$ cat src/rtl/dcd_pkg.sv
// How it works
// - Reference prescaler divides master clock by 1, 2, 4 or 8 for the mux.
// - Main prescaler divides master clock by 1, 2, 4 or 8; feeds main pin or divider.
// - Programmable divider divides main prescaler output by 2 through 1025.
// - A bypass bit routes the main prescaler straight to the main pin.
// - Divisor word holds the ratio; main frequency follows prescaler and divisor.
// - Reference pin is muxed between undivided master and prescaled clock.
// - Enable, select and sleep bits pick the reference control pin's role.
// - All three bits 0: reference output off; control pin high sleeps device.
// - Enable 0, select 1: control pin selects prescaled (high) or master (low).
// - Enable 1: control high disables output; low drives clock chosen by select.
// - Reference sleep bit 1: control high sleeps device and disables output.
// - Main control pin: output enable, or sleep request when main sleep bit set.
// - Sleep requests of both control pins are ORed into one device sleep.
// - Stored prescaler, divider and mode settings load from NV at power-up.
// - Device runs standalone from stored settings with no register traffic.
// - Host sets ratios and modes; new settings apply while running.
// - Configuration is three words: mode, divisor and bus settings.
// - Programmed values are copied to NV automatically or on request.
// - Prescaler code 00/01/10/11 means divide by 1/2/4/8.
// - Ten-bit divisor field gives ratio of programmed value plus two.
// - Bypass bit 1 ignores the divisor; 0 (default) runs it normally.
// - Enables wait for output low; sleep disables outputs first; 8000-cycle start.
package dcd_pkg;

  // Register byte addresses
  localparam logic [7:0] ADDR_MODE = 8'h00;
  localparam logic [7:0] ADDR_DIV = 8'h04;
  localparam logic [7:0] ADDR_BUS = 8'h08;
  localparam logic [7:0] ADDR_CMD = 8'h0c;
  localparam logic [7:0] ADDR_STAT = 8'h10;

  // Mode word fields
  localparam int MODE_MAIN_SLEEP = 14;
  localparam int MODE_REF_SLEEP = 13;
  localparam int MODE_REF_CHOOSE = 12;
  localparam int MODE_REF_GATE = 11;
  localparam int MODE_REF_SCALE_HI = 10;
  localparam int MODE_REF_SCALE_LO = 9;
  localparam int MODE_MAIN_SCALE_HI = 8;
  localparam int MODE_MAIN_SCALE_LO = 7;
  localparam int MODE_BYPASS = 6;
  localparam logic [15:0] MODE_WMASK = 16'h7fc0;
  localparam logic [15:0] MODE_RESET = 16'h1800;

  // Divisor word: ten-bit field in the top bits
  localparam int DIV_LSB = 6;
  localparam int DIV_W = 10;
  localparam logic [15:0] DIV_WMASK = 16'hffc0;
  localparam logic [15:0] DIV_RESET = 16'h0000;

  // Bus settings word
  localparam int BUS_WCTRL = 3;
  localparam logic [7:0] BUS_WMASK = 8'h0f;
  localparam logic [7:0] BUS_RESET = 8'h00;

  // Command register: store request
  localparam int CMD_STORE = 0;

  // Status register bits
  localparam int STAT_SLEEP = 0;
  localparam int STAT_READY = 1;
  localparam int STAT_REF_OE = 2;
  localparam int STAT_MAIN_OE = 3;

  // Start-up hold-off in master clock cycles
  localparam int STARTUP_CYCLES = 8000;

  // Offset added to the divisor field
  localparam logic [10:0] DIV_OFFSET = 11'h002;

  typedef enum logic [4:0] {
    ST_LOAD = 5'b00001,
    ST_START = 5'b00010,
    ST_RUN = 5'b00100,
    ST_DRAIN = 5'b01000,
    ST_SLEEP = 5'b10000
  } dcd_state_e;

endpackage

$ cat src/rtl/dcd_divider.sv
// Divides a stream of half-period ticks by a ratio; the new ratio is taken
// only at a wrap, so an output half-period is never cut short.
module dcd_divider #(
  parameter int W = 3
) (
  // Clock and reset
  input wire logic i_mclk,
  input wire logic i_rst_n,
  // Incoming half-period ticks and requested ratio minus one
  input wire logic i_tick,
  input wire logic [W-1:0] i_ratio_m1,
  // Outgoing half-period tick and square wave
  output logic o_tick,
  output logic o_level
);

  logic [W-1:0] cnt_q;
  logic [W-1:0] cnt_d;
  logic [W-1:0] ratio_q;
  logic [W-1:0] ratio_d;
  logic level_q;
  logic level_d;
  logic wrap;

  // Count ticks, reload ratio at the wrap only
  always_comb
  begin
    wrap = i_tick && (cnt_q == ratio_q);
    cnt_d = cnt_q;
    ratio_d = ratio_q;
    level_d = level_q;
    if (wrap)
    begin
      cnt_d = '0;
      ratio_d = i_ratio_m1;
      level_d = ~level_q;
    end
    else if (i_tick)
    begin
      cnt_d = cnt_q + W'(1);
    end
  end

  always_ff @(posedge i_mclk or negedge i_rst_n)
  begin
    if (!i_rst_n)
    begin
      cnt_q <= '0;
      ratio_q <= '0;
      level_q <= 1'b0;
    end
    else
    begin
      cnt_q <= cnt_d;
      ratio_q <= ratio_d;
      level_q <= level_d;
    end
  end

  assign o_tick = wrap;
  assign o_level = level_q;

endmodule

$ cat src/rtl/dcd_top.sv
// Dual-output clock divider: reference and main outputs with control pins,
// power sequencing, register port and nonvolatile settings store.
//
// Chosen here: the register offsets and the address-and-strobe port.
module dcd_top #(
  parameter int STARTUP_CYCLES = dcd_pkg::STARTUP_CYCLES
) (
  // Clock and reset
  input wire logic i_mclk,
  input wire logic i_rst_n,
  // Control pins
  input wire logic i_ref_control_pin,
  input wire logic i_main_control_pin,
  // Register port
  input wire logic [7:0] i_addr,
  input wire logic [15:0] i_wdata,
  input wire logic i_wr,
  input wire logic i_rd,
  output logic [15:0] o_rdata,
  // Stored settings from the nonvolatile array
  input wire logic [15:0] i_nv_mode,
  input wire logic [15:0] i_nv_div,
  input wire logic [7:0] i_nv_bus,
  // Store request to the nonvolatile array
  output logic o_nv_wr,
  output logic [15:0] o_nv_mode,
  output logic [15:0] o_nv_div,
  output logic [7:0] o_nv_bus,
  // Clock outputs, each with its enable
  output logic o_ref_clock_pin,
  output logic o_ref_clock_pin_oe,
  output logic o_main_clock_pin,
  output logic o_main_clock_pin_oe,
  // Device status
  output logic o_sleep
);

  localparam int CW = $clog2(STARTUP_CYCLES + 1);

  // Prescaler code to ratio minus one
  function automatic logic [2:0] scale_m1(input logic [1:0] code);
    unique case (code)
      2'b00: scale_m1 = 3'h0;
      2'b01: scale_m1 = 3'h1;
      2'b10: scale_m1 = 3'h3;
      2'b11: scale_m1 = 3'h7;
    endcase
  endfunction

  // A source may be switched only while both candidates sit low
  function automatic logic quiet(input logic a, input logic b);
    quiet = !a && !b;
  endfunction

  // Settings registers
  logic [15:0] mode_q;
  logic [15:0] mode_d;
  logic [15:0] div_q;
  logic [15:0] div_d;
  logic [7:0] bus_q;
  logic [7:0] bus_d;
  logic nv_wr_q;
  logic nv_wr_d;
  logic [15:0] rdata_q;
  logic [15:0] rdata_d;

  // Power sequencing
  dcd_pkg::dcd_state_e state_q;
  dcd_pkg::dcd_state_e state_d;
  logic [CW-1:0] start_cnt_q;
  logic [CW-1:0] start_cnt_d;

  // Clock path
  logic run;
  logic master_q;
  logic master_d;
  logic ref_pre_level;
  logic main_pre_tick;
  logic main_pre_level;
  logic ratio_level;
  logic ref_sel_q;
  logic ref_sel_d;
  logic bypass_q;
  logic bypass_d;
  logic ref_clk_q;
  logic ref_clk_d;
  logic main_clk_q;
  logic main_clk_d;
  logic ref_oe_q;
  logic ref_oe_d;
  logic main_oe_q;
  logic main_oe_d;

  // Decoded control pin roles
  logic ref_want_oe;
  logic ref_want_pre;
  logic main_want_oe;
  logic sleep_req;
  logic [10:0] ratio_m1;

  // Field aliases
  logic ref_gate_cfg;
  logic ref_choose_cfg;
  logic ref_sleep_cfg;
  logic main_sleep_cfg;
  logic ratio_bypass;
  logic [1:0] ref_scale_code;
  logic [1:0] main_scale_code;
  localparam int DIV_W_L = dcd_pkg::DIV_W;
  logic [DIV_W_L-1:0] ratio_field;

  assign ref_gate_cfg = mode_q[dcd_pkg::MODE_REF_GATE];
  assign ref_choose_cfg = mode_q[dcd_pkg::MODE_REF_CHOOSE];
  assign ref_sleep_cfg = mode_q[dcd_pkg::MODE_REF_SLEEP];
  assign main_sleep_cfg = mode_q[dcd_pkg::MODE_MAIN_SLEEP];
  assign ratio_bypass = mode_q[dcd_pkg::MODE_BYPASS];
  assign ref_scale_code = {mode_q[dcd_pkg::MODE_REF_SCALE_HI],
                           mode_q[dcd_pkg::MODE_REF_SCALE_LO]};
  assign main_scale_code = {mode_q[dcd_pkg::MODE_MAIN_SCALE_HI],
                            mode_q[dcd_pkg::MODE_MAIN_SCALE_LO]};
  assign ratio_field = div_q[dcd_pkg::DIV_LSB +: DIV_W_L];
  // Ratio minus one is field plus one, at most 1024
  assign ratio_m1 = 11'(ratio_field) + dcd_pkg::DIV_OFFSET - 11'h001;

  // Control pin roles from the mode bits
  always_comb
  begin
    ref_want_oe = 1'b0;
    ref_want_pre = ref_choose_cfg;
    sleep_req = 1'b0;
    if (ref_sleep_cfg)
    begin
      sleep_req = i_ref_control_pin;
      ref_want_oe = !i_ref_control_pin;
    end
    else if (ref_gate_cfg)
    begin
      ref_want_oe = !i_ref_control_pin;
    end
    else if (ref_choose_cfg)
    begin
      ref_want_oe = 1'b1;
      ref_want_pre = i_ref_control_pin;
    end
    else
    begin
      sleep_req = i_ref_control_pin;
    end
    // role picked above; main pin below
    main_want_oe = !i_main_control_pin;
    if (main_sleep_cfg && i_main_control_pin)
    begin
      sleep_req = 1'b1;
    end
  end

  // Power sequencing: load, start-up hold, run, drain, sleep
  always_comb
  begin
    state_d = state_q;
    start_cnt_d = start_cnt_q;
    unique case (state_q)
      dcd_pkg::ST_LOAD:
      begin
        state_d = dcd_pkg::ST_START;
        start_cnt_d = '0;
      end
      dcd_pkg::ST_START:
      begin
        start_cnt_d = start_cnt_q + CW'(1);
        // Outputs are still off here, so there is nothing to drain, and
        // a dropped request restarts the full settle time
        if (sleep_req)
          state_d = dcd_pkg::ST_SLEEP;
        else if (start_cnt_q == CW'(STARTUP_CYCLES - 1))
          state_d = dcd_pkg::ST_RUN;
      end
      dcd_pkg::ST_RUN:
      begin
        if (sleep_req)
          state_d = dcd_pkg::ST_DRAIN;
      end
      dcd_pkg::ST_DRAIN:
      begin
        // Outputs are released first so no pin is cut mid-pulse
        if (!sleep_req)
          state_d = dcd_pkg::ST_RUN;
        else if (!ref_oe_q && !main_oe_q)
          state_d = dcd_pkg::ST_SLEEP;
      end
      dcd_pkg::ST_SLEEP:
      begin
        if (!sleep_req)
        begin
          state_d = dcd_pkg::ST_START;  // Oscillator must settle again
          start_cnt_d = '0;
        end
      end
    endcase
  end

  always_ff @(posedge i_mclk or negedge i_rst_n)
  begin
    if (!i_rst_n)
    begin
      state_q <= dcd_pkg::ST_LOAD;
      start_cnt_q <= '0;
    end
    else
    begin
      state_q <= state_d;
      start_cnt_q <= start_cnt_d;
    end
  end

  // Generators run in every state but load and sleep
  assign run = (state_q != dcd_pkg::ST_LOAD) &&
               (state_q != dcd_pkg::ST_SLEEP);

  // Reference prescaler
  dcd_divider #(
    .W(3)
  ) u_ref_prescaler (
    .i_mclk(i_mclk),
    .i_rst_n(i_rst_n),
    .i_tick(run),
    .i_ratio_m1(scale_m1(ref_scale_code)),
    .o_tick(),
    .o_level(ref_pre_level)
  );

  // Main prescaler
  dcd_divider #(
    .W(3)
  ) u_main_prescaler (
    .i_mclk(i_mclk),
    .i_rst_n(i_rst_n),
    .i_tick(run),
    .i_ratio_m1(scale_m1(main_scale_code)),
    .o_tick(main_pre_tick),
    .o_level(main_pre_level)
  );

  // Programmable ratio divider after the main prescaler
  dcd_divider #(
    .W(11)
  ) u_ratio (
    .i_mclk(i_mclk),
    .i_rst_n(i_rst_n),
    .i_tick(main_pre_tick),
    .i_ratio_m1(ratio_m1),
    .o_tick(),
    .o_level(ratio_level)
  );

  // Output muxes and glitch-free enables
  always_comb
  begin
    master_d = run ? ~master_q : master_q;
    ref_sel_d = ref_sel_q;
    bypass_d = bypass_q;
    // Select moves only when both sources are low: no runt pulse
    if (quiet(master_q, ref_pre_level))
      ref_sel_d = ref_want_pre;
    if (quiet(main_pre_level, ratio_level))
      bypass_d = ratio_bypass;
    ref_clk_d = ref_sel_q ? ref_pre_level : master_q;
    main_clk_d = bypass_q ? main_pre_level : ratio_level;
    ref_oe_d = ref_oe_q;
    main_oe_d = main_oe_q;
    // Enables flip only while the pin is low
    if (!ref_clk_q)
      ref_oe_d = ref_want_oe && (state_q == dcd_pkg::ST_RUN);
    if (!main_clk_q)
      main_oe_d = main_want_oe && (state_q == dcd_pkg::ST_RUN);
  end

  always_ff @(posedge i_mclk or negedge i_rst_n)
  begin
    if (!i_rst_n)
    begin
      master_q <= 1'b0;
      ref_sel_q <= 1'b1;
      bypass_q <= 1'b0;
      ref_clk_q <= 1'b0;
      main_clk_q <= 1'b0;
      ref_oe_q <= 1'b0;
      main_oe_q <= 1'b0;
    end
    else
    begin
      master_q <= master_d;
      ref_sel_q <= ref_sel_d;
      bypass_q <= bypass_d;
      ref_clk_q <= ref_clk_d;
      main_clk_q <= main_clk_d;
      ref_oe_q <= ref_oe_d;
      main_oe_q <= main_oe_d;
    end
  end

  // Settings words, register port and store requests
  always_comb
  begin
    mode_d = mode_q;
    div_d = div_q;
    bus_d = bus_q;
    nv_wr_d = 1'b0;
    rdata_d = 16'h0000;
    if (state_q == dcd_pkg::ST_LOAD)
    begin
      // Stored words become the working settings
      mode_d = i_nv_mode & dcd_pkg::MODE_WMASK;
      div_d = i_nv_div & dcd_pkg::DIV_WMASK;
      bus_d = i_nv_bus & dcd_pkg::BUS_WMASK;
    end
    else if (i_wr && state_q != dcd_pkg::ST_SLEEP)
    begin
      // Writes apply at once while running; ignored while asleep
      unique case (i_addr)
        dcd_pkg::ADDR_MODE:
        begin
          mode_d = i_wdata & dcd_pkg::MODE_WMASK;
          nv_wr_d = !bus_q[dcd_pkg::BUS_WCTRL];
        end
        dcd_pkg::ADDR_DIV:
        begin
          div_d = i_wdata & dcd_pkg::DIV_WMASK;
          nv_wr_d = !bus_q[dcd_pkg::BUS_WCTRL];
        end
        dcd_pkg::ADDR_BUS:
        begin
          bus_d = i_wdata[7:0] & dcd_pkg::BUS_WMASK;
          nv_wr_d = 1'b1;
        end
        dcd_pkg::ADDR_CMD:
          nv_wr_d = i_wdata[dcd_pkg::CMD_STORE];
        default:
          nv_wr_d = 1'b0;
      endcase
    end
    if (i_rd)
    begin
      unique case (i_addr)
        dcd_pkg::ADDR_MODE: rdata_d = mode_q;
        dcd_pkg::ADDR_DIV: rdata_d = div_q;
        dcd_pkg::ADDR_BUS: rdata_d = {8'h00, bus_q};
        dcd_pkg::ADDR_STAT:
        begin
          rdata_d[dcd_pkg::STAT_SLEEP] = (state_q == dcd_pkg::ST_SLEEP);
          rdata_d[dcd_pkg::STAT_READY] = (state_q == dcd_pkg::ST_RUN);
          rdata_d[dcd_pkg::STAT_REF_OE] = ref_oe_q;
          rdata_d[dcd_pkg::STAT_MAIN_OE] = main_oe_q;
        end
        default: rdata_d = 16'h0000;
      endcase
    end
  end

  always_ff @(posedge i_mclk or negedge i_rst_n)
  begin
    if (!i_rst_n)
    begin
      mode_q <= dcd_pkg::MODE_RESET;
      div_q <= dcd_pkg::DIV_RESET;
      bus_q <= dcd_pkg::BUS_RESET;
      nv_wr_q <= 1'b0;
      rdata_q <= 16'h0000;
    end
    else
    begin
      mode_q <= mode_d;
      div_q <= div_d;
      bus_q <= bus_d;
      nv_wr_q <= nv_wr_d;
      rdata_q <= rdata_d;
    end
  end

  // Outputs, all from flip-flops
  assign o_rdata = rdata_q;
  assign o_nv_wr = nv_wr_q;
  assign o_nv_mode = mode_q;
  assign o_nv_div = div_q;
  assign o_nv_bus = bus_q;
  assign o_ref_clock_pin = ref_clk_q;
  assign o_ref_clock_pin_oe = ref_oe_q;
  assign o_main_clock_pin = main_clk_q;
  assign o_main_clock_pin_oe = main_oe_q;
  // Sleep flag from the state register
  assign o_sleep = (state_q == dcd_pkg::ST_SLEEP);

endmodule

$ cat config.mk
export PLATFORM = sky130hd
export DESIGN_NAME = dcd_top
export DESIGN_NICKNAME = d
export VERILOG_FILES = /design/src/rtl/dcd_pkg.sv /design/src/rtl/dcd_divider.sv /design/src/rtl/dcd_top.sv
export SDC_FILE = /design/constraint.sdc
export NUM_CORES = 1
export LEC_CHECK = 0
export BUFFER_PORTS_ARGS = -buffer_cell sky130_fd_sc_hd__buf_2
export CORE_MARGIN = 2
export CORE_UTILIZATION = 54
export CTS_CLUSTER_SIZE = 12
export DETAILED_ROUTE_END_ITERATION = 7
export PLACE_DENSITY = 0.81
export SETUP_SLACK_MARGIN = 0.02
export SLEW_MARGIN = 20
export SYNTH_ARGS = -nofsm -noshare
export SYNTH_HDL_FRONTEND = slang
export SYNTH_SLANG_ARGS = --single-unit
$ cat constraint.sdc
create_clock -name i_mclk -period 2.65 [get_ports i_mclk]
set_clock_uncertainty 0.2 [all_clocks]
set_input_delay 0.3975 -clock i_mclk [delete_from_list [all_inputs] [get_ports i_mclk]]
set_output_delay 0.3975 -clock i_mclk [all_outputs]
set_load 0.005 [all_outputs]
* Word level (Yosys, flattened, before mapping) *
Index checks and enable logic that the tools add are counted.

storage, ports and cells
  flip-flop bits (word level) = 119
  latch bits = 0
  RAM bits = 0
  bits in read-only memories = 0
  word-level logic and storage cells = 139
  memories kept = 0

cells by class
  add/sub/neg operators = 6
  multiply operators = 0
  divide/modulo/power cells = 0
  magnitude comparators = 0
  eq/ne operators = 25
  shifts and indexed selects = 0
  multiplexer cells = 44
  bitwise logic cells = 4
  reductions and logical operators = 37

operator list
  operator                                            number
  two-way mux 16 bit                                  7
  one-hot mux 13 bit (3 select lines)                 1
  one-hot mux 12 bit (3 select lines)                 1
  two-way mux 5 bit                                   6
  one-hot mux 5 bit (5 select lines)                  1
  two-way mux 8 bit                                   3
  one-hot mux 3 bit (4 select lines)                  2
  two-way mux 11 bit                                  2
  == test 8 x 4 -> 1 bit, second input constant       2
  one-hot mux 4 bit (4 select lines)                  1
  two-way mux 1 bit                                   14
  nonzero test 2 bit                                  7
  adder 13 x 1 -> 13 bit, second input constant       1
  == test 13 bit, second input constant               1
  two-way mux 13 bit                                  1
  two-way mux 3 bit                                   4
  adder 10 x 2 -> 11 bit, second input constant       1
  adder 11 x 1 -> 11 bit, second input constant       1
  == test 11 bit                                      1
  logical AND 1 bit                                   11
  subtractor 11 x 1 -> 11 bit, second input constant  1
  zero test 1 bit                                     9
  == test 2 bit, second input constant                4
  == test 8 x 3 -> 1 bit, second input constant       1
  21 further kinds                                    33

* Longest topological paths before layout *
  depth after elaboration = 6
  mapped depth = 8
  mapped depth without buffers = 6

* Modules after synthesis *
From an unflattened synthesis, not the netlist that was laid out.

second synthesis, totals
  cells, all modules = 501
  area total of the unflattened synthesis = 5,240.0 um^2

by module, submodules not included
  module                              times used  cells each  area each (um^2)  seq. area each (um^2)
  dcd_top                             1           344         3,395.8           1,581.5
  dcd_divider (u_ratio)               1           97          1,126.1           575.6
  dcd_divider (u_main_prescaler ...)  2           30          359.1             175.2

* Worst setup path after synthesis *
No wires, ideal clock.

  path kind = input-to-reg
  start = input port i_addr[1]
  end = register mode_q[10] (netlist: o_nv_mode[10])
  library setup time = 0.137 ns
  arrival = 1.969 ns
  setup slack = 0.345 ns
  cell stages on the path = 7
  path buffers = 2
  cell sequence = or3_1 -> or4_1 -> buf_6 -> nor4_4 -> buf_6 -> mux2i_1 -> a21oi_1

between the ends
  longest elaborated chain between the ends = 3

ends and longest elaborated chain
  item                                  RTL line        text
  start, declared                       dcd_top.sv:15   input wire logic [7:0] i_addr,
  zero test 8 bit                       dcd_top.sv:320  unique case (i_addr)
  nonzero test 2 bit (no source line)   --
  AND reduction 2 bit (no source line)  --
  end signal, assigned                  dcd_top.sv:364  mode_q <= dcd_pkg::MODE_RESET;
  end signal, assigned                  dcd_top.sv:372  mode_q <= mode_d;
  end, declared                         dcd_top.sv:56   logic [15:0] mode_q;

Every way passes these cells.
A chain may end at the register's enable or synchronous reset.

* Worst setup path in the final report *
  start = register state_q[2]
  end = output port o_sleep

between the ends
  longest elaborated chain between the ends = 1

ends and longest elaborated chain
  item                    RTL line        text
  start, declared         dcd_top.sv:68   dcd_pkg::dcd_state_e state_q;
  start signal, assigned  dcd_top.sv:206  state_q <= dcd_pkg::ST_LOAD;
  start signal, assigned  dcd_top.sv:211  state_q <= state_d;
  == test 5 bit           dcd_top.sv:391  assign o_sleep = (state_q == dcd_pkg::ST_SLEEP);
  end, declared           dcd_top.sv:35   output logic o_sleep

Every way passes these cells.

==> impl_metrics.csv <==
group,metric,value,unit
clocking,cts.path.max_buffers,2,
sta,tns,0,ns
sta,setup_slack,0.115,ns
clocking,numCtsBuffers,9,
synthesis,synth_ff_type,"dfrtp_1",
route,firstDrtPassIters,5,
global_routing,antenna_found_initial,0,
min_path,min_from,"i_nv_mode[12]",
finish,seqCellArea,2510,um2
finish,fin_area,6050,um2
power,power.total,5680,uW
setup_path,rrSetupSlack,0.34,ns
synthesis,yosysMostFrequentCell,"dfrtp_1",
placed_design,io_buffers,93,
synthesis,syn_avg_cell_area,9.91,um2
setup_path,worstPathRequired,2.05,ns
route,vias,4280,
min_path,hold_end,"o_nv_mode[12]",
sta,setup_viol,0,
die,rows,35,
setup_path,endpoint_kind,"output pin",
route,final_antenna_net_count,0,
finish,area_delta_synth_final,16.1,%
clocking,cts_max_level,3,
finish,fin_nets,703,
die,start_util,56.1,%
sta,tightest_slew,0.633,ns
sta,min_period_over_period,95.7,%
setup_path,critPathKind,"flop to output pin",
clocking,clock_latency,0.37,ns
clocking,clock_sinks,100,
sta,relSlewSlack,57.4,%
global_routing,grt_pass1_wl,19800,um
sta,rsz0062_at_grt,"false",
setup_path,cp_data_arrival_time,1.94,ns
flow_run,maxCapViolations,0,
setup_path,worstReg2RegStart,"state_q[2]",
finish,multi_input_area,2490,um2
sta,finalHoldViolCount,0,
power,vdd_drop_max,598,uV
die,core-area,9280,um2
route,wire_per_inst,15.2,um
power,p_leak,0.00268,uW
clocking,clk_pin_slew,0.09,ns
synthesis,async_reset_ff_share,100,%
global_routing,grt_overflow,0,
sta,period_minus_slack,2.53,ns
power,p_per_area,939,nW/um2
min_path,hp-class,"input port to flop",
setup_path,r2r_end,"start_cnt_q[8]",
route,viasPerCell,5.62,
route,dr.max_layer_used,"met4",
route,drc_errors,0,
finish,n_fill_cell,737,
die,die_y,102,um
synthesis,yosys-top-cells-count,"dfrtp_1 (96), nor2_1 (56), a21oi_1 (45)",
finish,post_route_cells_drive_above_1_share,24.6,%
synthesis,ys_ff_latch,100,
synthesis,synth_largest_type_area_fraction,46.1,%
setup_path,rr_worst_depth,4,
placed_design,placedInstanceArea,5830,um2
synthesis,ys_seq_area_share,48.1,%
setup_path,crit_fanout,10,
min_path,min_path_cells,3,
die,die_w,102,um
synthesis,ys_types,54,
synthesis,yosys_warnings,0,
setup_path,start_kind,"flop",
die,dieArea,10500,um2
synthesis,synth_edf_count,0,
placed_design,hpwl,8570,um
route,drt-total-wl,11600,um
synthesis,synth_area_leader_cell,"dfrtp_1",
synthesis,synthCells,526,
route,dr_wl_met3,633,um
route,wl_met1,5060,um
die,io_pins,132,
run_status,status,"finished, final reports clean",
placed_design,pre_cts_ws,0.119,ns
global_routing,grt_usage,24.1,%
global_routing,grt_max_degree,45,
placed_design,gp_congestion,0.910,
route,wl_met2,5690,um
sta,maxSlewViolCount,0,
synthesis,netlist_top_cells_area,"dfrtp_1 (46%), xnor2_1 (5.7%), mux2i_1 (4.8%), a21oi_1 (4.3%), nor2_1 (4.0%)",
synthesis,synth_area,5210,um2
clocking,cts_tree,"built",
sta,fmax,394,MHz
global_routing,grt_pass1_vias,4144,
clocking,post_cts_buffers,0,
route,drtIter0Drc,273,
finish,insertedDiodeCount,0,
clocking,cts_root_buffer,"clkbuf_8",
[power by group]
| part | internal (uW) | switching, uW |
|---|---|---|
| Sequential | 1970 | 592 |
| Combinational | 968 | 1140 |
| Clock | 453 | 563 |
[kinds of logic after synthesis]
family | synth area share (%)
and+or+nand+nor | 16.2
buffers and inverters | 5.40
DFF | 48.1
AOI/OAI and AO/OA | 14.7
adders and majority gates | 1.20
muxes | 7.18
other | 0.0720
xor gates and xnor gates | 7.06
[routing by layer]
metal | GRT usage [%] | vias to the layer above
met2 | 38.8 | 175
met4 | 7.38 | 0
met5 | 0 | -
met3 | 4.45 | 20
li1 | - | 2026
met1 | 33.5 | 2059
[timing repair]
item / in CTS / in global routing
endpoints found under the hold margin: 34 / 0
endpoints found under the setup margin: 0 / 1
hold buffers: 1 / 0
resized for setup: 0 / 2
[area by class of cell]
| type | instances | area share, % |
|---|---|---|
| Sequential cell | 100 | 41.5 |
| Multi-Input combinational cell | 398 | 41.2 |
| Timing Repair Buffer | 112 | 10.8 |
| Tap cell | 129 | 2.67 |
| Clock buffer | 9 | 2.05 |
| Clock inverter | 7 | 1.39 |
| Inverter | 7 | 0.476 |
[state kept, by name, summed over array words and instances, names as in the netlist, 4 cells and up]
signal	flops
o_rdata	14
start_cnt_q	13
u_ratio.cnt_q	11
u_ratio.ratio_q	11
o_nv_div	10
o_nv_mode	9
state_q	5
o_nv_bus	4
[through the flow]
step                      cells  util (%)  hold WS [ns]
after global placement      745      62.8         0.186
after floorplan             545         -       -0.0981
after detailed placement    745      62.8         0.190
final                       762      65.2        0.0666
after CTS                   762      65.1        0.0538
after global routing        762      65.2        0.0630
[placed cells by master, fill, tap and decap left out, types with 3 or more instances in the layout]
cell / count
nor2_1: 56
a22o_1: 6
and3_1: 6
a21oi_1: 45
inv_1: 6
nor2b_1: 15
or3_1: 3
ha_1: 5
buf_4: 16
mux2_2: 11
dfstp_2: 4
o2111ai_1: 3
buf_2: 92
nand4_1: 5
nand3_1: 22
clkbuf_8: 9
dfrtp_1: 95
conb_1: 20
a22oi_1: 14
nor3_1: 11
mux2i_1: 25
buf_12: 3
o31ai_1: 3
o21ai_0: 32
nand2_1: 37
xor2_1: 8
xnor2_1: 34
[critical path, stage by stage, from the launching register on]
cell and delay [ns]:
dfrtp_2 0.47, or3_4 0.42, or2_2 0.42, inv_4 0.14, buf_2 0.13
[worst max-delay path by stage]
stage,startpoint,endpoint,cells after the start
2_1_floorplan,i_addr[1],o_nv_mode[10],7
3_3_place_gp,i_addr[1],o_nv_div[6],7
3_5_place_dp,i_addr[1],o_nv_div[6],7
4_1_cts,state_q[2],o_sleep,4
5_1_grt,state_q[2],o_sleep,4
6_report,state_q[2],o_sleep,4
(Power assumes the default switching activity.)
